`config.mk`:
```
export PLATFORM = sky130hd
export DESIGN_NAME = mlbi_top
export DESIGN_NICKNAME = d
export VERILOG_FILES = /design/src/logic/mlbi_pkg.sv /design/src/logic/mlbi_top.sv /design/src/logic/mlbi_delay_timer.sv
export VERILOG_INCLUDE_DIRS = /design/src /design/src/logic
export SDC_FILE = /design/constraint.sdc
export NUM_CORES = 1
export LEC_CHECK = 0
export ABC_AREA = 1
export BUFFER_PORTS_ARGS = -buffer_cell sky130_fd_sc_hd__buf_2
export CORE_ASPECT_RATIO = 1.1
export CORE_MARGIN = 4
export CORE_UTILIZATION = 47
export DETAILED_ROUTE_END_ITERATION = 16
export GPL_TIMING_DRIVEN = 0
export MAX_ROUTING_LAYER = met4
export PLACE_DENSITY = 0.86
export SYNTH_ARGS = -nofsm -noshare
export SYNTH_HDL_FRONTEND = slang
export SYNTH_SLANG_ARGS = --single-unit
```
`constraint.sdc`:
```
create_clock -name clk_sys -period 2.9 [get_ports clk_sys]
set_input_delay 0.58 -clock clk_sys [delete_from_list [all_inputs] [get_ports clk_sys]]
set_output_delay 0.58 -clock clk_sys [all_outputs]
set_load 0.01 [all_outputs]
```
`src/logic/mlbi_defs.svh`:
```
/*
  Constants for the motion limit and brake interlock block: parameter
  addresses, reset values, codes and timing figures.
  Assumes inclusion by bare name from the top-level design file.
*/
`ifndef MLBI_DEFS_SVH
`define MLBI_DEFS_SVH

// -----------------------------------------------------------------
// parameter addresses and reset values
// -----------------------------------------------------------------
`define MLBI_ADDR_ON_DLY 16'h022A
`define MLBI_ADDR_OFF_DLY 16'h022C
`define MLBI_RST_ON_DLY 16'h0000
`define MLBI_RST_OFF_DLY 16'h0000

// -----------------------------------------------------------------
// codes and limits
// -----------------------------------------------------------------
`define MLBI_LIMIT_EN_VAL 16'h0001
`define MLBI_DO_FUNC_BRAKE 8'h07
`define MLBI_DLY_MAX_MS 11'h3E8

// -----------------------------------------------------------------
// timing
// -----------------------------------------------------------------
`define MLBI_CLK_HZ 10000000
`define MLBI_TICK_MS 1
`define MLBI_TICK_CYC (`MLBI_CLK_HZ / 1000 * `MLBI_TICK_MS)

`endif

```
`src/logic/mlbi_pkg.sv`:
```
/*
  Types for the motion limit and brake interlock block.
  Assumes mlbi_defs.svh is on the include path.
*/
`default_nettype none

package mlbi_pkg;

  // operating mode of the drive loop
  typedef enum logic [1:0] {
    MLBI_MODE_POS = 2'b00,
    MLBI_MODE_SPEED = 2'b01,
    MLBI_MODE_TORQUE = 2'b10
  } mlbi_mode_e;

  // brake interlock sequence
  typedef enum logic [2:0] {
    MLBI_BRK_LOCKED = 3'b000,
    MLBI_BRK_ON_WAIT = 3'b001,
    MLBI_BRK_RELEASED = 3'b010,
    MLBI_BRK_OFF_WAIT = 3'b011,
    MLBI_BRK_PRE_LOCK = 3'b100
  } mlbi_brk_e;

  // limit parameters held elsewhere in the parameter file
  typedef struct packed {
    logic [15:0] max_speed_param;
    logic [15:0] limit_enable_param;
    logic [15:0] speed_preset_first;
    logic [15:0] speed_preset_mid;
    logic [15:0] speed_preset_last;
    logic [15:0] torque_preset_first;
    logic [15:0] torque_preset_mid;
    logic [15:0] torque_preset_last;
  } mlbi_limit_cfg_s;

  // command source situation that decides whether spare inputs exist
  typedef struct packed {
    logic torque_cmd_analog;
    logic pos_cmd_pulse;
    logic speed_cmd_analog;
    logic spare_di_ok;
  } mlbi_src_s;

endpackage

`default_nettype wire

```
`src/logic/mlbi_top.sv`:
```
/*
  Motion limit selection and holding-brake interlock for a servo drive.
  Assumes: parameter words arrive from the serial parameter handler on
  clk_sys; selector inputs and the emergency stop come from pins; the
  servo-on, alarm, mode and speed inputs come from logic on clk_sys.
*/
// Operation
// speed always capped at maximum speed parameter
// selectable speed limit only in torque mode
// analog torque command frees speed selector pair
// too few inputs: speed limit from analog
// limits enforced only when enable equals one
// selectable torque limit only in position/speed
// pulse or analog speed frees torque pair
// too few inputs: torque limit from analog
// brake released after on-delay past servo-on
// brake locks after signed off-delay past servo-off
// brake on digital output via code 0x07
// slow motor during off-delay locks at once
// off-delay expiry locks regardless of speed
// alarm or e-stop: negative off-delay is zero
// output low locked, high released
// selector pair zero: analog, else preset
// brake locked after reset and servo off
// millisecond ticks; new edge restarts timer
`include "mlbi_defs.svh"
`default_nettype none

module mlbi_top #(
  parameter int TICK_CYC = `MLBI_TICK_CYC
) (
  input wire logic clk_sys,
  input wire logic resetn,
  input wire logic param_wr_en,
  input wire logic param_rd_en,
  input wire logic [15:0] param_addr,
  input wire logic [15:0] param_wdata,
  output logic [15:0] param_rdata,
  output logic param_ack,
  input wire mlbi_pkg::mlbi_mode_e op_mode,
  input wire mlbi_pkg::mlbi_src_s cmd_src,
  input wire mlbi_pkg::mlbi_limit_cfg_s limit_cfg,
  input wire logic [15:0] analog_speed_lim,
  input wire logic [15:0] analog_torque_lim,
  input wire logic speed_sel_lo,
  input wire logic speed_sel_hi,
  input wire logic torque_sel_lo,
  input wire logic torque_sel_hi,
  input wire logic emergency_stop_in,
  input wire logic servo_on,
  input wire logic alarm_in,
  input wire logic signed [15:0] motor_speed,
  input wire logic [15:0] brake_speed_threshold,
  input wire logic [7:0] do_func_code,
  output logic [15:0] speed_limit_out,
  output logic speed_limit_active,
  output logic [15:0] torque_limit_out,
  output logic torque_limit_active,
  output logic brake_release,
  output logic do_out,
  output logic power_hold,
  output mlbi_pkg::mlbi_brk_e brake_state
);

  import mlbi_pkg::*;

  localparam int TW = 11;
  localparam int NPIN = 5;

  // -----------------------------------------------------------------
  // pin synchronisers
  // -----------------------------------------------------------------
  logic [NPIN-1:0] pin_raw;
  logic [NPIN-1:0] pin_meta_reg;
  logic [NPIN-1:0] pin_sync_reg;
  logic [NPIN-1:0] pin_meta_next;
  logic [NPIN-1:0] pin_sync_next;

  assign pin_raw = {emergency_stop_in, torque_sel_hi, torque_sel_lo,
                    speed_sel_hi, speed_sel_lo};

  // two stages; only the second stage is read by logic
  always_comb begin
    pin_meta_next = pin_raw;
    pin_sync_next = pin_meta_reg;
  end

  always_ff @(posedge clk_sys or negedge resetn) begin
    if (!resetn) begin
      pin_meta_reg <= '0;
      pin_sync_reg <= '0;
    end else begin
      pin_meta_reg <= pin_meta_next;
      pin_sync_reg <= pin_sync_next;
    end
  end

  logic [1:0] spd_sel;
  logic [1:0] trq_sel;
  logic estop;

  assign spd_sel = pin_sync_reg[1:0];
  assign trq_sel = pin_sync_reg[3:2];
  assign estop = pin_sync_reg[4];

  // -----------------------------------------------------------------
  // brake delay parameters
  // -----------------------------------------------------------------
  logic [15:0] on_dly_reg;
  logic [15:0] off_dly_reg;
  logic [15:0] rdata_reg;
  logic ack_reg;
  logic [15:0] on_dly_next;
  logic [15:0] off_dly_next;
  logic [15:0] rdata_next;
  logic ack_next;

  // word write or read; an unknown address reads zero and is still acked
  always_comb begin
    on_dly_next = on_dly_reg;
    off_dly_next = off_dly_reg;
    rdata_next = rdata_reg;
    ack_next = param_wr_en | param_rd_en;
    if (param_wr_en) begin
      if (param_addr == `MLBI_ADDR_ON_DLY) begin
        on_dly_next = param_wdata;
      end
      if (param_addr == `MLBI_ADDR_OFF_DLY) begin
        off_dly_next = param_wdata;
      end
    end
    if (param_rd_en) begin
      if (param_addr == `MLBI_ADDR_ON_DLY) begin
        rdata_next = on_dly_reg;
      end else if (param_addr == `MLBI_ADDR_OFF_DLY) begin
        rdata_next = off_dly_reg;
      end else begin
        rdata_next = 16'h0000;
      end
    end
  end

  always_ff @(posedge clk_sys or negedge resetn) begin
    if (!resetn) begin
      on_dly_reg <= `MLBI_RST_ON_DLY;
      off_dly_reg <= `MLBI_RST_OFF_DLY;
      rdata_reg <= 16'h0000;
      ack_reg <= 1'b0;
    end else begin
      on_dly_reg <= on_dly_next;
      off_dly_reg <= off_dly_next;
      rdata_reg <= rdata_next;
      ack_reg <= ack_next;
    end
  end

  assign param_rdata = rdata_reg;
  assign param_ack = ack_reg;

  // -----------------------------------------------------------------
  // limit selection
  // -----------------------------------------------------------------
  logic lim_en;
  logic spd_pair_free;
  logic trq_pair_free;
  logic [15:0] spd_pick;
  logic [15:0] trq_pick;
  logic [15:0] spd_lim_next;
  logic [15:0] trq_lim_next;
  logic spd_act_next;
  logic trq_act_next;
  logic [15:0] spd_lim_reg;
  logic [15:0] trq_lim_reg;
  logic spd_act_reg;
  logic trq_act_reg;

  assign lim_en = (limit_cfg.limit_enable_param == `MLBI_LIMIT_EN_VAL);
  assign spd_pair_free = cmd_src.torque_cmd_analog & cmd_src.spare_di_ok;
  assign trq_pair_free = (cmd_src.pos_cmd_pulse | cmd_src.speed_cmd_analog)
                         & cmd_src.spare_di_ok;

  // speed source: pair 00 or no free pair gives analog
  always_comb begin
    spd_pick = analog_speed_lim;
    if (spd_pair_free) begin
      unique case (spd_sel)
        2'b00: spd_pick = analog_speed_lim;
        2'b01: spd_pick = limit_cfg.speed_preset_first;
        2'b10: spd_pick = limit_cfg.speed_preset_mid;
        2'b11: spd_pick = limit_cfg.speed_preset_last;
      endcase
    end
  end

  // torque source, same scheme
  always_comb begin
    trq_pick = analog_torque_lim;
    if (trq_pair_free) begin
      unique case (trq_sel)
        2'b00: trq_pick = analog_torque_lim;
        2'b01: trq_pick = limit_cfg.torque_preset_first;
        2'b10: trq_pick = limit_cfg.torque_preset_mid;
        2'b11: trq_pick = limit_cfg.torque_preset_last;
      endcase
    end
  end

  // the maximum-speed cap holds in every mode, limit or not
  always_comb begin
    spd_act_next = lim_en && (op_mode == MLBI_MODE_TORQUE);
    trq_act_next = lim_en && (op_mode == MLBI_MODE_POS ||
                              op_mode == MLBI_MODE_SPEED);
    spd_lim_next = limit_cfg.max_speed_param;
    if (spd_act_next && spd_pick < limit_cfg.max_speed_param) begin
      spd_lim_next = spd_pick;
    end
    trq_lim_next = trq_act_next ? trq_pick : 16'hFFFF;
  end

  always_ff @(posedge clk_sys or negedge resetn) begin
    if (!resetn) begin
      spd_lim_reg <= 16'h0000;
      trq_lim_reg <= 16'h0000;
      spd_act_reg <= 1'b0;
      trq_act_reg <= 1'b0;
    end else begin
      spd_lim_reg <= spd_lim_next;
      trq_lim_reg <= trq_lim_next;
      spd_act_reg <= spd_act_next;
      trq_act_reg <= trq_act_next;
    end
  end

  assign speed_limit_out = spd_lim_reg;
  assign torque_limit_out = trq_lim_reg;
  assign speed_limit_active = spd_act_reg;
  assign torque_limit_active = trq_act_reg;

  // -----------------------------------------------------------------
  // millisecond tick
  // -----------------------------------------------------------------
  logic [31:0] pre_reg;
  logic [31:0] pre_next;
  logic tick;

  assign tick = (pre_reg == 32'(TICK_CYC - 1));

  // free-running prescaler from the system clock
  always_comb begin
    pre_next = tick ? 32'h0000_0000 : pre_reg + 32'h0000_0001;
  end

  always_ff @(posedge clk_sys or negedge resetn) begin
    if (!resetn) begin
      pre_reg <= 32'h0000_0000;
    end else begin
      pre_reg <= pre_next;
    end
  end

  // -----------------------------------------------------------------
  // brake interlock sequence
  // -----------------------------------------------------------------
  mlbi_brk_e st_reg;
  mlbi_brk_e st_next;
  logic srv_d_reg;
  logic srv_d_next;
  logic rel_reg;
  logic rel_next;
  logic do_reg;
  logic do_next;
  logic forced_off;
  logic srv_eff;
  logic srv_rise;
  logic srv_fall;
  logic tmr_load;
  logic [TW-1:0] tmr_val;
  logic tmr_done;
  logic [TW-1:0] on_ms;
  logic [TW-1:0] off_ms;
  logic [15:0] off_mag;
  logic off_neg;
  logic off_zero;
  logic [15:0] spd_abs;
  logic slow;

  assign forced_off = alarm_in | estop;
  assign srv_eff = servo_on & ~forced_off;
  assign srv_rise = srv_eff & ~srv_d_reg;
  assign srv_fall = ~srv_eff & srv_d_reg;
  assign off_neg = off_dly_reg[15];
  assign off_mag = off_neg ? 16'(-off_dly_reg) : off_dly_reg;
  assign off_zero = (off_dly_reg == 16'h0000);
  // delays saturate at the top of their range
  assign on_ms = (on_dly_reg > 16'(`MLBI_DLY_MAX_MS)) ?
                 `MLBI_DLY_MAX_MS : on_dly_reg[TW-1:0];
  assign off_ms = (off_mag > 16'(`MLBI_DLY_MAX_MS)) ?
                  `MLBI_DLY_MAX_MS : off_mag[TW-1:0];
  assign spd_abs = motor_speed[15] ? 16'(-motor_speed) : 16'(motor_speed);
  assign slow = (spd_abs < brake_speed_threshold);

  // one timer serves both waits, as they never overlap
  mlbi_delay_timer #(
    .WIDTH(TW)
  ) u_timer (
    .clk_sys(clk_sys),
    .resetn(resetn),
    .load(tmr_load),
    .load_val(tmr_val),
    .tick(tick),
    .done(tmr_done)
  );

  // next state; a rising servo edge always restarts the on wait
  always_comb begin
    st_next = st_reg;
    tmr_load = 1'b0;
    tmr_val = on_ms;
    srv_d_next = srv_eff;
    if (srv_rise) begin
      st_next = MLBI_BRK_ON_WAIT;
      tmr_load = 1'b1;
      tmr_val = on_ms;
    end else if (srv_fall) begin
      if (st_reg == MLBI_BRK_ON_WAIT || st_reg == MLBI_BRK_LOCKED) begin
        st_next = MLBI_BRK_LOCKED;
      end else if (off_zero || (off_neg && forced_off)) begin
        st_next = MLBI_BRK_LOCKED;
      end else if (off_neg) begin
        st_next = MLBI_BRK_PRE_LOCK;
        tmr_load = 1'b1;
        tmr_val = off_ms;
      end else begin
        st_next = MLBI_BRK_OFF_WAIT;
        tmr_load = 1'b1;
        tmr_val = off_ms;
      end
    end else begin
      unique case (st_reg)
        MLBI_BRK_LOCKED: st_next = MLBI_BRK_LOCKED;
        MLBI_BRK_ON_WAIT: begin
          if (tmr_done) begin
            st_next = MLBI_BRK_RELEASED;
          end
        end
        MLBI_BRK_RELEASED: st_next = MLBI_BRK_RELEASED;
        MLBI_BRK_OFF_WAIT: begin
          if (slow) begin
            st_next = MLBI_BRK_LOCKED;
          end else if (tmr_done) begin
            st_next = MLBI_BRK_LOCKED;
          end
        end
        MLBI_BRK_PRE_LOCK: begin
          if (tmr_done) begin
            st_next = MLBI_BRK_LOCKED;
          end
        end
        default: st_next = MLBI_BRK_LOCKED;
      endcase
    end
  end

  // high only while released or still waiting to lock
  always_comb begin
    rel_next = (st_next == MLBI_BRK_RELEASED) ||
               (st_next == MLBI_BRK_OFF_WAIT);
    do_next = (do_func_code == `MLBI_DO_FUNC_BRAKE) && rel_next;
  end

  // reset leaves the brake locked
  always_ff @(posedge clk_sys or negedge resetn) begin
    if (!resetn) begin
      st_reg <= MLBI_BRK_LOCKED;
      srv_d_reg <= 1'b0;
      rel_reg <= 1'b0;
      do_reg <= 1'b0;
    end else begin
      st_reg <= st_next;
      srv_d_reg <= srv_d_next;
      rel_reg <= rel_next;
      do_reg <= do_next;
    end
  end

  assign brake_release = rel_reg;
  assign do_out = do_reg;
  // negative delay: brake locks first, power stage keeps torque meanwhile
  assign power_hold = (st_reg == MLBI_BRK_PRE_LOCK);
  assign brake_state = st_reg;

endmodule

`default_nettype wire

```
`src/logic/mlbi_delay_timer.sv`:
```
/*
  Millisecond down-counter for the brake delays.
  Assumes a one-cycle tick per millisecond from the same clock.
*/
`default_nettype none

module mlbi_delay_timer #(
  parameter int WIDTH = 11
) (
  input wire logic clk_sys,
  input wire logic resetn,
  input wire logic load,
  input wire logic [WIDTH-1:0] load_val,
  input wire logic tick,
  output logic done
);

  logic [WIDTH-1:0] cnt_reg;
  logic [WIDTH-1:0] cnt_next;

  // -----------------------------------------------------------------
  // count
  // -----------------------------------------------------------------
  // load restarts the wait even mid-count
  always_comb begin
    cnt_next = cnt_reg;
    if (load) begin
      cnt_next = load_val;
    end else if (tick && cnt_reg != '0) begin
      cnt_next = cnt_reg - WIDTH'(1);
    end
  end

  always_ff @(posedge clk_sys or negedge resetn) begin
    if (!resetn) begin
      cnt_reg <= '0;
    end else begin
      cnt_reg <= cnt_next;
    end
  end

  // first tick may come early, so a wait is up to one ms short
  assign done = (cnt_reg == '0) && !load;

endmodule

`default_nettype wire

```
Yosys cells after proc, flatten, opt, wreduce, memory -nomap -nowiden

Cells that the tools add are included.

$add $sub $neg: 4
Order comparisons: 4
Eq/ne operators: 19
Mux-type cells: 32
Bitwise operators: 11
Reduce and logical (&&, ||, !) cells: 22

Operators with widths:

| kind                  | count |
|---|---|
| $mux 16               | 8 |
| $pmux 16 s4           | 2 |
| $mux 11               | 8 |
| $add 32x1->32 const B | 1 |
| $eq 16x10->1 const B  | 2 |
| $eq 32x14->1 const B  | 1 |
| $gt 16x10->1 const B  | 2 |
| $lt 16x16->1          | 2 |
| $mux 32               | 1 |
| $neg 16->16           | 2 |
| $mux 3                | 8 |
| $eq 16x1->1 const B   | 1 |
| $logic_not 16->1      | 1 |
| $eq 3x2->1 const B    | 4 |
| $pmux 3 s4            | 1 |
| $logic_not 11->1      | 1 |
| $reduce_bool 11->1    | 1 |
| $sub 11x1->11 const B | 1 |
| $eq 2x2->1 const B    | 5 |
| $eq 8x3->1 const B    | 1 |
| $logic_and 1x1->1     | 7 |
| $eq 2x1->1 const B    | 3 |
| $logic_not 2->1       | 3 |
| $and 1x1->1           | 5 |
| other kinds (10)      | 21 |

Register bits after elaboration: 142
Logic and storage cells: 108

Longest topological paths before layout

Word-level depth: 17
Gate-level depth with buffers: 22
Depth with buffers taken out: 22

Modules after synthesis

From an unflattened synthesis, not the netlist that was laid out.

Cell total of the unflattened synthesis: 1226
Area, all modules: 9017.4 um^2

Modules (own cells, without submodules):

| module           | instances | cells each | area each (um^2) | sequential area each (um^2) |
|---|---|---|---|---|
| mlbi_top         | 1         | 1106       | 8192.9           | 3278.1 |
| mlbi_delay_timer | 1         | 120        | 824.5            | 275.3 |

Least setup slack after synthesis

OpenSTA, ideal clock, no wires.

Path kind: input -> register
From: input port motor_speed[0]
To: register rel_reg (netlist: brake_release)
Arrival time: 2.704 ns
Required time: 2.768 ns
Slack: 0.064 ns
Stages: 22
Path buffers: 0
Cells stage by stage: inv_1 ha_1 inv_1 nor3_1 nor3b_1 inv_1 nor3_1 nand2_1 nand2_1 nand2_1 xor2_1 ha_1 nand2_1 inv_1 nand3_1 inv_1 a21oi_1 nand2_1 nand3_1 nand3_2 nand2_2 nor2_1

Longest elaborated chain between the ends: 9
Elaborated cells between the ends (all ways): 10
Those cells by class: add/sub: 1; order compare: 1; eq/ne: 2; mux: 5; reduce/logical: 1

Ends and longest elaborated chain:

| element                              | line                             | source |
|---|---|---|
| start: declaration                   | mlbi_top.sv:52                   | `input wire logic signed [15:0] motor_speed,` |
| $neg 16->16                          | mlbi_top.sv:299                  | `assign spd_abs = motor_speed[15] ? 16'(-motor_speed) : 16'(motor_speed);` |
| $mux 16 (*)                          | mlbi_top.sv:299                  |  |
| $lt 16x16->1 (*)                     | mlbi_top.sv:300                  | `assign slow = (spd_abs < brake_speed_threshold);` |
| $mux 3 (*)                           | mlbi_top.sv:348                  | `if (slow) begin` |
| $pmux 3 s4 (*)                       | mlbi_top.sv:339                  | `unique case (st_reg)` |
| $mux 3 (*)                           | mlbi_top.sv:324                  | `end else if (srv_fall) begin` |
| $mux 3 (*)                           | mlbi_top.sv:320                  | `if (srv_rise) begin` |
| $eq 3x2->1, on equally long branches | mlbi_top.sv:366, mlbi_top.sv:367 |  |
| $logic_or 1x1->1 (*)                 | mlbi_top.sv:366                  | `rel_next = (st_next == MLBI_BRK_RELEASED) \|\|` |
| named net rel_next                   | mlbi_top.sv:269                  | `logic rel_next;` |
| end signal: assignment               | mlbi_top.sv:381                  | `rel_reg <= rel_next;` |
| end: declaration                     | mlbi_top.sv:268                  | `logic rel_reg;` |

Mark *: on every way through the listed nets, which the timed path passes. The rest lies on a longest branch.
A chain may end at the register's enable or synchronous reset.

Final worst setup path

From: input port motor_speed[2]
To: register st_reg[0] (netlist: brake_state[0])

Longest elaborated chain between the ends: 7

Ends and longest elaborated chain:

| element                | line            | source |
|---|---|---|
| $neg 16->16            | mlbi_top.sv:299 |  |
| $mux 16 (*)            | mlbi_top.sv:299 |  |
| $lt 16x16->1 (*)       | mlbi_top.sv:300 |  |
| $mux 3 (*)             | mlbi_top.sv:348 |  |
| $pmux 3 s4 (*)         | mlbi_top.sv:339 |  |
| $mux 3 (*)             | mlbi_top.sv:324 |  |
| $mux 3 (*)             | mlbi_top.sv:320 |  |
| named net st_next[0]   | mlbi_top.sv:265 | `mlbi_brk_e st_next;` |
| end signal: assignment | mlbi_top.sv:379 | `st_reg <= st_next;` |
| end: declaration       | mlbi_top.sv:264 | `mlbi_brk_e st_reg;` |

Marks and branches as above.

==> results.toml <==
[placed_design]
place_area_um2 = 10900
hpwl_mm = 24.7
place_congestion = 0.996
portBuffers = 304
place_ws_ps = -553

[pwr]
finalPower_w = 0.00508
p_clk_share_pct = 40.8
seqPwrFrac_pct = 42.1
p_int_w = 0.00357
p_sw_w = 0.00152
swShare_pct = 29.9
p_leak_nw = 6.01
peakVddDrop_mv = 0.428
power_frac_comb_pct = 17.0
power_density_nw_per_um2 = 433

[clock_network]
cts_hold_buf = 0
cts_sinks = 142
cts_tree = "yes"
clock_latency_ps = 430
numCtsBuffers = 17
clkSlewWorstSetupHoldPaths_ps = 60
h-tree-depth = 4
cts-root-buf = "clkbuf_16"
clockBufferDepth = 2

[synth]
syn_inst = 1240
synth_area_per_cell_um2 = 7.31
yosys_warnings = 0
yosysSeqAreaShare_pct = 39.2
syn_nets = 1523
synth.distinct_cells = 48
mappedNetlistArea_um2 = 9060
ys_seq_elements = 142

[critical_path]
required_ps = 3190
reg2reg_depth = 14
critPathCapture = "brake_state[0]$_DFF_PN0_"
startpoint = "motor_speed[2]"
r2r_start = "pin_sync_reg[0]$_DFF_PN0_"
worst_setup_path_start_kind = "input port"
critPathMaxFanout = 2
endpoint_kind = "register"
r2r_slack_ps = 200
path_class = "in -> reg"
cp.arrival_ps = 3170
rr_endpoint = "speed_limit_out[9]$_DFF_PN0_"

[timing]
rsz0062_at_grt = "true"
clock_skew_ps = 8.06
tightest_slew_ps = 724
max_freq_mhz = 347
slew_violations = 0
slew-limit-headroom_pct = 51.4
worst_slack_ps = 14.3
post-route-period-util_pct = 99.5
fin_tns_setup_ps = 0
finalHoldViolCount = 0
setup-violations-final = 0
period_minus_slack_ps = 2890

[cells_and_area]
drive_gt1_share_pct = 27.5
largest_register_ffs = 32
postLayoutCellArea_um2 = 11800
finish.utilization_pct = 61.8
nNetsFinal = 1859
area_growth_syn_to_layout_pct = 29.7

[global_routing]
grt_pass1_wl_mm = 48.3
grt-ovfl-total = 0
grt_util_all_layers_pct = 28.9
grt_max_degree = 97
first_global_vias = 9505
antenna_found_initial = 10

[die]
initial_core_util_pct = 47.6
fp.dieW_um = 140
die-area_um2 = 21600
rows = 53
die_h_um = 154
coreArea_um2 = 19000
pin_count = 306

[hold_path]
worstHoldPathType = "in -> async"

[drt]
dr_total_vias = 9869
final_antenna_net_count = 0
wire_per_inst_um = 16.9
route.detailed.drc = 0
wl_mm = 31.1
via_per_inst = 5.35
drt_iter0_drc = 768
drt-pass1-iter-count = 6

[flow_run]
maxCapViolCount = 0

[outcome]
status = "complete, no violations"
cell families after synthesis:
family,after synthesis,share of synthesized area [%]
simple gates,652,32.5
buf+inv,198,8.65
compound gates,171,10.8
flops,142,39.2
xor+xnor,43,4.15
fa+ha+maj,34,4.69
synthesized netlist by cell type, drive strengths merged:
cell	instances	share of area [%]
nand3b	4	0.33
nand4	37	2.6
clkbuf	23	0.95
inv	162	6.7
nor4b	1	0.097
nor2	121	5.6
xor2	34	3.3
clkinv	3	0.21
dfrtp	142	39
nand2	338	14
or2	6	0.41
a22oi	1	0.083
buf	10	0.79
o21ai	68	3.8
a21oi	54	3.1
nor3	34	2.2
o211a	1	0.11
o41ai	1	0.097
o31a	1	0.097
xnor2	9	0.87
and2	1	0.069
nor4	19	1.5
nor3b	2	0.22
a211oi	1	0.083
ha	34	4.7
o21a	10	0.83
a31oi	24	1.7
a21boi	1	0.083
o221ai	9	0.87
nand3	89	5.1
layout by cell type, fill, tap and decap left out, types with 13 or more instances in the layout:
cell type / n
buf_4: 13
a31oi_1: 21
o21ai_0: 50
a21oi_1: 49
xor2_1: 33
nand4_1: 36
nand3_1: 85
o21ai_1: 17
nor4_1: 17
clkbuf_1: 18
nor3_1: 25
clkbuf_16: 17
ha_1: 33
nand2_1: 326
dfrtp_1: 141
nor2_1: 110
inv_1: 149
buf_2: 305
metrics by stage:
stage                     hold WS (ps)  cells
after floorplan                    284   1240
after global placement             333   1791
after detailed placement           339   1792
after CTS                         87.4   1824
after global routing               109   1842
final                             79.8   1845
worst max-delay path, stage by stage:
cell and delay (ps):
buf_2 120, inv_1 100, nand3_1 110, nor3_1 260, nand3_1 160, nor3_2 170
nand2_1 110, nand2_1 110, o21ai_0 120, xor2_1 160, ha_1 310, a21oi_1 150
o21ai_1 110, a21oi_2 110, nand2_1 80, buf_4 140, a21boi_2 160, o221ai_2 110
how the worst min path moves through the flow:
| stage | from | endpoint | slack [ps] | cells after the start |
|---|---|---|---|---|
| after CTS | resetn | param_ack$_DFF_PN0_ | 90 | 1 |
| final | resetn | param_rdata[0]$_DFFE_PN0P_ | 80 | 1 |
| after floorplan | resetn | brake_release$_DFF_PN0_ | 280 | 0 |
| after global placement | pin_meta_reg[0]$_DFF_PN0_ | pin_sync_reg[0]$_DFF_PN0_ | 330 | 0 |
| after detailed placement | pin_meta_reg[4]$_DFF_PN0_ | pin_sync_reg[4]$_DFF_PN0_ | 340 | 0 |
| after global routing | resetn | param_rdata[5]$_DFFE_PN0P_ | 110 | 1 |
area by class of cell:
class	count	area, µm²
Sequential cell	142	3550
Fill cell	1730	7280
Clock inverter	15	128
Antenna cell	9	22.5
Timing Repair Buffer	317	1660
Tap cell	247	309
Buffer	33	169
Multi-Input combinational cell	900	4850
Clock buffer	17	425
Inverter	165	637
power by group through the flow:
stage / clock network (W) / registers [W] / logic (W)
4_1_cts: 0.00210 / 0.00214 / 0.000832
3_5_place_dp: 0 / 0.00217 / 0.000819
6_report: 0.00208 / 0.00214 / 0.000867
5_1_grt: 0.00220 / 0.00215 / 0.000977
2_1_floorplan: 0 / 0.00217 / 0.000433
3_3_place_gp: 0 / 0.00217 / 0.000788
per-layer routing:
metal	up-vias	global-route usage (%)	wire length [µm]
met5	-	-	0
met4	0	11.4	1330
met3	92	5.13	2160
met2	418	52.0	16500
met1	4610	31.6	11100
li1	4749	-	-
repair_timing:
| item | 4_1_cts | 5_1_grt |
|---|---|---|
| buffers inserted | 0 | 12 |
| endpoints found under the setup margin | 18 | 20 |
| pin swaps | 0 | 16 |
| gates resized for setup | 10 | 38 |
No activity file was read; power rests on OpenSTA's default activity.
